<file path="src/shared/cpio_params.svh">
// constants for the control processor store and i/o buffer execution block
// assumes 16-bit instruction fields and 16-bit multibus words
`ifndef CPIO_PARAMS_SVH
`define CPIO_PARAMS_SVH
`define CPIO_WORD_W 16
`define CPIO_REG_COUNT 128
`define CPIO_REG_IDX_W 7
`define CPIO_REG_IDX_LSB 8
`define CPIO_CMD_W 12
`define CPIO_IMM_W 8
`define CPIO_ADDR_BUS_W 12
// field 0 opcodes (bits 7:0) for the store group
`define CPIO_OP_STORE_PAIR 8'h07
`define CPIO_OP_STORE_FIRST 8'h06
`define CPIO_OP_STORE_SECOND 8'h05
// field 1 opcodes (bits 15:8, 15:9 for send, 15:12 for command load) for the channel group, field 0 zero
`define CPIO_OP_CMD_LOAD 4'h8
`define CPIO_OP_BUF_FIRST 8'h84
`define CPIO_OP_BUF_SECOND 8'h85
`define CPIO_OP_BUF_IMM_HIGH 8'h88
`define CPIO_OP_BUF_IMM_LOW 8'h89
`define CPIO_OP_BUF_READBACK 8'h16
`define CPIO_OP_BUF_SEND 7'h45
`define CPIO_BUF_RESET 16'h0000
`endif

</file>
<file path="src/shared/cpio_pkg.sv">
// types for the control processor store and i/o buffer block
// assumes cpio_params.svh is on the include path
package cpio_pkg;
    // decoded operation of one instruction cycle
    typedef enum logic [3:0] {
        CPIO_NONE,
        CPIO_STORE_PAIR,
        CPIO_STORE_FIRST,
        CPIO_STORE_SECOND,
        CPIO_CMD_LOAD,
        CPIO_BUF_FIRST,
        CPIO_BUF_SECOND,
        CPIO_BUF_IMM_HIGH,
        CPIO_BUF_IMM_LOW,
        CPIO_BUF_READBACK,
        CPIO_BUF_SEND
    } cpio_op_type;
endpackage : cpio_pkg

</file>
<file path="src/hdl/cpio_decode.sv">
// instruction decoder: maps the two instruction fields to one operation
// assumes fields are stable during the instruction cycle strobe
`timescale 1ns/1ps
`include "cpio_params.svh"
module cpio_decode (
    input wire logic [15:0] field0,
    input wire logic [15:0] field1,
    output cpio_pkg::cpio_op_type op
);
    import cpio_pkg::*;
    // purely combinational; store group lives in field 0, channel group in field 1
    always_comb
    begin
        op = CPIO_NONE;
        if (field1 == 16'h0000 && field0[15] == 1'b0)
        begin
            // store group, register number in bits 14:8
            case (field0[7:0])
                `CPIO_OP_STORE_PAIR: op = CPIO_STORE_PAIR;
                `CPIO_OP_STORE_FIRST: op = CPIO_STORE_FIRST;
                `CPIO_OP_STORE_SECOND: op = CPIO_STORE_SECOND;
                default: op = CPIO_NONE;
            endcase
        end
        else if (field0 == 16'h0000)
        begin
            // channel group, exact opcodes before the wider command pattern
            if (field1[15:8] == `CPIO_OP_BUF_FIRST && field1[7:0] == 8'h00)
                op = CPIO_BUF_FIRST;
            else if (field1[15:8] == `CPIO_OP_BUF_SECOND && field1[7:0] == 8'h00)
                op = CPIO_BUF_SECOND;
            else if (field1[15:8] == `CPIO_OP_BUF_IMM_HIGH)
                op = CPIO_BUF_IMM_HIGH;
            else if (field1[15:8] == `CPIO_OP_BUF_IMM_LOW)
                op = CPIO_BUF_IMM_LOW;
            else if (field1[15:8] == `CPIO_OP_BUF_READBACK && field1[7:0] == 8'h00)
                op = CPIO_BUF_READBACK;
            else if (field1[15:9] == `CPIO_OP_BUF_SEND)
                op = CPIO_BUF_SEND;
            else if (field1[15:12] == `CPIO_OP_CMD_LOAD)
                op = CPIO_CMD_LOAD;
            else
                op = CPIO_NONE;
        end
    end
endmodule : cpio_decode

</file>
<file path="src/hdl/cpio_exec.sv">
// execution logic for general register stores and channel buffer ops
// assumes one instruction cycle per ref_clk edge qualified by instr_valid
`timescale 1ns/1ps
`include "cpio_params.svh"
module cpio_exec #(
    parameter int REG_COUNT = `CPIO_REG_COUNT
) (
    input wire logic ref_clk,
    input wire logic rst,
    input wire logic instr_valid,
    input wire logic [15:0] field0,
    input wire logic [15:0] field1,
    input wire logic [15:0] data_bus_first,
    input wire logic [15:0] data_bus_second,
    input wire logic [6:0] reg_rd_index,
    output logic [15:0] reg_rd_data,
    output logic [11:0] addr_bus_out,
    output logic addr_bus_valid,
    output logic [15:0] readback_word,
    output logic readback_drive,
    output logic [15:0] output_data_buffer,
    output logic device_send,
    output logic [8:0] device_cmd_addr,
    output logic [15:0] device_data,
    output logic cmd_with_data
);
    import cpio_pkg::*;

    cpio_op_type op; // decoded operation, valid while instr_valid
    cpio_op_type op_q; // operation in the cycle just executed
    logic [15:0] regfile_r [REG_COUNT]; // general register file
    logic [15:0] obuf_r; // output data buffer
    logic [6:0] reg_num; // register number from the instruction
    logic [6:0] reg_even; // even register of a pair

    // shared index extraction, used by both pair and single stores
    function automatic logic [6:0] cpio_reg_index(input logic [15:0] f0, input logic pair);
        logic [6:0] idx;
        idx = f0[`CPIO_REG_IDX_LSB +: `CPIO_REG_IDX_W];
        if (pair)
            idx[0] = 1'b0;
        return idx;
    endfunction : cpio_reg_index

    cpio_decode u_decode (
        .field0(field0),
        .field1(field1),
        .op(op)
    );

    assign reg_num = cpio_reg_index(field0, 1'b0);
    assign reg_even = cpio_reg_index(field0, 1'b1);

    // general register writes; no reset, the file holds program data
    always_ff @(posedge ref_clk)
    begin
        if (instr_valid)
        begin
            case (op)
                CPIO_STORE_PAIR:
                begin
                    regfile_r[reg_even] <= data_bus_first;
                    regfile_r[reg_even + 7'h01] <= data_bus_second;
                end
                CPIO_STORE_FIRST: regfile_r[reg_num] <= data_bus_first;
                CPIO_STORE_SECOND: regfile_r[reg_num] <= data_bus_second;
                default: ;
            endcase
        end
    end

    // register read port for the rest of the processor
    always_ff @(posedge ref_clk or posedge rst)
    begin
        if (rst)
            reg_rd_data <= 16'h0000;
        else
            reg_rd_data <= regfile_r[reg_rd_index];
    end

    // output data buffer; holds between loads so one value feeds many sends
    // buffer holds
    always_ff @(posedge ref_clk or posedge rst)
    begin
        if (rst)
            obuf_r <= `CPIO_BUF_RESET;
        else if (instr_valid)
        begin
            case (op)
                CPIO_BUF_FIRST: obuf_r <= data_bus_first;
                CPIO_BUF_SECOND: obuf_r <= data_bus_second;
                CPIO_BUF_IMM_HIGH: obuf_r[15:8] <= field1[7:0];
                CPIO_BUF_IMM_LOW: obuf_r[7:0] <= field1[7:0];
                default: ;
            endcase
        end
    end
    assign output_data_buffer = obuf_r;

    // address multibus drive; every value taken from the instruction word
    // instruction sourced
    always_ff @(posedge ref_clk or posedge rst)
    begin
        if (rst)
        begin
            addr_bus_out <= 12'h000;
            addr_bus_valid <= 1'b0;
            op_q <= CPIO_NONE;
        end
        else
        begin
            op_q <= instr_valid ? op : CPIO_NONE;
            addr_bus_valid <= instr_valid && (op inside {CPIO_CMD_LOAD, CPIO_BUF_FIRST,
                CPIO_BUF_SECOND, CPIO_BUF_IMM_HIGH, CPIO_BUF_IMM_LOW, CPIO_BUF_SEND,
                CPIO_BUF_READBACK});
            case (op)
                CPIO_CMD_LOAD: addr_bus_out <= field1[11:0];
                CPIO_BUF_IMM_HIGH, CPIO_BUF_IMM_LOW: addr_bus_out <= {4'h0, field1[7:0]};
                CPIO_BUF_SEND: addr_bus_out <= {3'h0, field1[8:0]};
                default: addr_bus_out <= field1[11:0];
            endcase
        end
    end

    // a command word flags whether it pairs with data on the data bus
    // command with data
    always_ff @(posedge ref_clk or posedge rst)
    begin
        if (rst)
            cmd_with_data <= 1'b0;
        else if (instr_valid && op == CPIO_CMD_LOAD)
            cmd_with_data <= (data_bus_first != 16'h0000) || (data_bus_second != 16'h0000);
        else
            cmd_with_data <= 1'b0;
    end

    // readback drives the second transaction one cycle after the instruction
    // buffer readback
    always_ff @(posedge ref_clk or posedge rst)
    begin
        if (rst)
            readback_word <= 16'h0000;
        else if (instr_valid && op == CPIO_BUF_READBACK)
            readback_word <= obuf_r;
    end
    assign readback_drive = (op_q == CPIO_BUF_READBACK);

    // send to the device controller: command, address and held buffer
    // buffer send
    always_ff @(posedge ref_clk or posedge rst)
    begin
        if (rst)
        begin
            device_send <= 1'b0;
            device_cmd_addr <= 9'h000;
            device_data <= 16'h0000;
        end
        else
        begin
            device_send <= instr_valid && op == CPIO_BUF_SEND;
            if (instr_valid && op == CPIO_BUF_SEND)
            begin
                device_cmd_addr <= field1[8:0];
                device_data <= obuf_r;
            end
        end
    end

    // pair store lands the second word of the pair in the next cycle
    a_pair_store: assert property (@(posedge ref_clk) disable iff (rst)
        instr_valid && op == CPIO_STORE_PAIR |=>
            regfile_r[$past(reg_even) + 7'h01] == $past(data_bus_second))
        else $error("pair second word not stored");
    a_pair_even: assert property (@(posedge ref_clk) disable iff (rst)
        reg_even[0] == 1'b0 && reg_even[6:1] == field0[14:9])
        else $error("pair base not even");
    a_first_store: assert property (@(posedge ref_clk) disable iff (rst)
        instr_valid && op == CPIO_STORE_FIRST |=>
            regfile_r[$past(reg_num)] == $past(data_bus_first))
        else $error("first word not stored");
    a_second_store: assert property (@(posedge ref_clk) disable iff (rst)
        instr_valid && op == CPIO_STORE_SECOND |=>
            regfile_r[$past(reg_num)] == $past(data_bus_second))
        else $error("second word not stored");
    a_cmd_drive: assert property (@(posedge ref_clk) disable iff (rst)
        instr_valid && op == CPIO_CMD_LOAD |=>
            addr_bus_valid && addr_bus_out == $past(field1[11:0]))
        else $error("command not on address bus");
    a_buf_first: assert property (@(posedge ref_clk) disable iff (rst)
        instr_valid && op == CPIO_BUF_FIRST |=> obuf_r == $past(data_bus_first))
        else $error("buffer missed first word");
    a_buf_second: assert property (@(posedge ref_clk) disable iff (rst)
        instr_valid && op == CPIO_BUF_SECOND |=> obuf_r == $past(data_bus_second))
        else $error("buffer missed second word");
    a_buf_hold: assert property (@(posedge ref_clk) disable iff (rst)
        !instr_valid |=> $stable(obuf_r))
        else $error("buffer changed without load");
    a_imm_high: assert property (@(posedge ref_clk) disable iff (rst)
        instr_valid && op == CPIO_BUF_IMM_HIGH |=>
            obuf_r == {$past(field1[7:0]), $past(obuf_r[7:0])})
        else $error("high byte load wrong");
    a_imm_low: assert property (@(posedge ref_clk) disable iff (rst)
        instr_valid && op == CPIO_BUF_IMM_LOW |=>
            obuf_r == {$past(obuf_r[15:8]), $past(field1[7:0])})
        else $error("low byte load wrong");
    a_readback_drive: assert property (@(posedge ref_clk) disable iff (rst)
        instr_valid && op == CPIO_BUF_READBACK |=>
            readback_drive && readback_word == $past(obuf_r))
        else $error("readback not driven");
    a_send_data: assert property (@(posedge ref_clk) disable iff (rst)
        instr_valid && op == CPIO_BUF_SEND |=> device_send && device_data == $past(obuf_r))
        else $error("send lost buffer");
endmodule : cpio_exec

</file>
<file path="config.mk">
export PLATFORM = sky130hd
export DESIGN_NAME = cpio_exec
export DESIGN_NICKNAME = d
export VERILOG_FILES = /design/src/shared/cpio_pkg.sv /design/src/hdl/cpio_decode.sv /design/src/hdl/cpio_exec.sv
export VERILOG_INCLUDE_DIRS = /design/src /design/src/shared
export SDC_FILE = /design/constraint.sdc
export NUM_CORES = 2
export LEC_CHECK = 0
export BUFFER_PORTS_ARGS = -buffer_cell sky130_fd_sc_hd__buf_2
export CORE_MARGIN = 2
export CORE_UTILIZATION = 50
export CTS_BUF_LIST = sky130_fd_sc_hd__clkbuf_8 sky130_fd_sc_hd__clkbuf_16
export CTS_CLUSTER_SIZE = 40
export DETAILED_ROUTE_END_ITERATION = 10
export PLACE_DENSITY = 0.77
export SLEW_MARGIN = 0
export SYNTH_ARGS = -nofsm -noshare
export SYNTH_HDL_FRONTEND = slang
export SYNTH_HIERARCHICAL = 1
export SYNTH_SLANG_ARGS = --single-unit
</file>
<file path="constraint.sdc">
create_clock -name ref_clk -period 5.7 [get_ports ref_clk]
set_clock_uncertainty 0.1 [all_clocks]
set_input_delay 1.14 -clock ref_clk [delete_from_list [all_inputs] [get_ports ref_clk]]
set_output_delay 1.14 -clock ref_clk [all_outputs]
set_load 0.05 [all_outputs]
</file>
==> reports/summary.txt <==
Final WL: 300,200 um
Final instance area: 105,100 um^2
Setup TNS: 0 ns
Buf/Inv on CP: 3
Root Buffer: clkbuf_16
Final WS setup: 1.338 ns
DR vias: 60,710
Worst path top cell family by delay: simple AND/OR/NAND/NOR gates
Rel. slew slack: 12.76%
Min-Delay Path Class: in2async
Share of cells above drive strength 1: 25.55%
Synth Net Count: 6,015
Post-synth cell types: 43
First-pass GRT wire length: 425,300 um
Fin. max-slew vios: 0
CP cell instances: buf_2 -> nor4_4 -> nand4b_1 -> o21ai_0 -> a32o_1 -> and2_1 -> o21a_1 -> buf_4 -> nand2_1 -> nor2_1 -> buf_4
Rows: 158
DR vias/cell: 6.969
Total global-route track usage: 31.23%
Worst Path Required: 6.15 ns
Post-place instance area: 98,500 um^2
Number of port buffers: 162
Hold_ws: 0.3125 ns
Resize count post-CTS: 0
Post-Syn Area: 93,320 um^2
Yosys warns: 6
Clk pin slew, worst setup/hold paths: 0.07 ns
Drt drc: 0
GRT busiest layer: met2
I/O pin cnt: 163
EDFF count, synth: 2,048
Die area: 190,100 um^2
Routing usage on met3: 10.28%
Max-cap violations: 0
Period utilization: 76.53%
Top cells by area, synth: edfxtp_1, mux4_2, a21oi_1
Fill cells: 13,676
Largest stage delay, worst path: 0.52 ns
Vias in the first global route: 59,293
Area used by multi-input combinational logic: 27,270 um^2
Crit path capture type: register
Initial antenna violation count: 36
Synth top cells by count: edfxtp_1, nor2_1, a21oi_1, mux4_2, clkbuf_1
Hold-fix buffers, CTS: 0
CP Max Fanout: 16
Worst path most repeated cell: buf_4
Count leader, synth: edfxtp_1
Num Clock Sinks: 2,140
Post CTS Setup Buffer Count: 0
Syn_area_per_cell: 15.71 um^2
P&R area growth vs syn: 12.63%
RSZ-0062 raised after global routing: false
P_leak: 35.19 nW
DR pass1 iterations: 9
CTS tree: yes
Clock Tree Buf Depth: 3
Post-synth top area cell: edfxtp_1
Final net count: 6,127
M2 GR Usage: 46.97%
Post-synthesis sequential area ratio: 68.37%
Startpoint type of the worst setup path: primary input
FMAX: 0.2292 GHz
Worst vdd ir: 0.2697 mV
Sequential cell area: 63,800 um^2
Die width: 436.0 um
Worst EP arrival: 4.81 ns
Least-Margin Pin Slew: 1.309 ns
DR WL/cell: 34.45 um
Post-route ant nets: 0
Cell Pwr Density: 315.7 nW/um^2
Asr flop ratio synth: 4.299%
Worst slack after detailed placement: 0.7975 ns
Dpl hpwl: 173,100 um
Final hold vios: 0
Ys flop type: edfxtp_1
CP max stage cell: nor2_1
Cells after Synth: 5,941
1st-iter DRT viols: 12,126
H-tree depth: 4
Synth top area share: 65.90%
Initial core utilization: 50.32%
Core footprint: 185,400 um^2
Largest net degree at the start of global routing: 68
Routability cong.: 0.9842
Synth Register Bits: 2,140
Die Height: 436.0 um
CP Class: in2reg
Min cycle time layout: 4.362 ns
Util after Layout: 56.68%
Clk_lat worst skew: 0.88 ns
Status: complete, no violations
Inserted Clock Buffers: 199
GR Util met1: 39.02%
Grt ovf: 0
# setup viols final: 0
## registers in the layout (all words and copies together), names as in the netlist
name,cells
regfile_r,2048
device_data,16
output_data_buffer,16
readback_word,16
reg_rd_data,16
addr_bus_out,12
device_cmd_addr,9
op_q,4
addr_bus_valid,1
cmd_with_data,1
device_send,1
## final cells by class
class                           instances  share of cell area [%]
Tap cell                             2480                   2.952
Antenna cell                            9                 0.02143
Timing Repair Buffer                  525                   4.020
Multi-Input combinational cell       3160                   25.94
Clock inverter                        165                   1.433
Clock buffer                          206                   4.829
Inverter                               27                 0.09880
Sequential cell                      2140                   60.70
## kinds of logic (layout without fill, tap and decap cells)
kind of cell / count (synthesis) / in the layout / share of synthesized area (%)
flip-flops: 2140 / 2140 / 68.37
AND/OR/NAND/NOR: 1283 / 1283 / 5.673
multiplexers: 753 / 753 / 17.16
XOR/XNOR: 1 / 1 / 0.009387
other: 0 / 9 / 0
buffers and inverters: 641 / 923 / 2.660
AO/OA/AOI/OAI: 1123 / 1123 / 6.123
## stage by stage
stage | instances | total power [W]
floorplan | 5941 | 0.01889
global placement | 8332 | 0.01987
detailed placement | 8332 | 0.01991
CTS | 8703 | 0.03304
global route | 8704 | 0.03372
finish | 8712 | 0.03318
## path summary, 6_finish.rpt
check                                   from               endpoint  slack, ns  depth (start not counted)
max                                field1[6]      regfile_r[88][14]       1.34                         11
min                                      rst        addr_bus_out[4]       0.31                          2
max reg2reg                regfile_r[36][12]        reg_rd_data[12]       2.88                          4
min reg2reg                 readback_word[1]       readback_word[1]       0.40                          1
max in group asynchronous                rst  output_data_buffer[9]       4.02                          3
min in group ref_clk               field1[3]        addr_bus_out[3]       0.39                          1
## placed cells by master (no fill, tap or decap), types with 32 or more instances in the layout
| cell type | netlist | final |
|---|---|---|
| clkinv_1 | 0 | 32 |
| buf_12 | 0 | 49 |
| clkbuf_16 | 0 | 199 |
| nand4_1 | 66 | 66 |
| inv_1 | 27 | 57 |
| dfrtp_1 | 92 | 92 |
| edfxtp_1 | 2048 | 2048 |
| buf_4 | 0 | 330 |
| nand2_1 | 33 | 33 |
| buf_2 | 55 | 142 |
| a21oi_1 | 1034 | 1034 |
| nor2_1 | 1109 | 1108 |
| o21ai_1 | 1 | 65 |
| clkinv_2 | 0 | 36 |
| mux2_2 | 57 | 57 |
| mux4_2 | 672 | 672 |
## per-layer routing
layer / wire length, um / up-vias
li1: - / 23310
met1: 93280 / 30230
met2: 135800 / 5941
met3: 47490 / 1187
met4: 23260 / 42
met5: 290 / -
## power breakdown
group / total (W) / switching, W / internal (W)
Clock: 0.0135 / 0.00608 / 0.00741
Sequential: 0.0172 / 0.00000663 / 0.0172
Combinational: 0.00246 / 0.00166 / 0.000794
(Power assumes the default switching activity.)
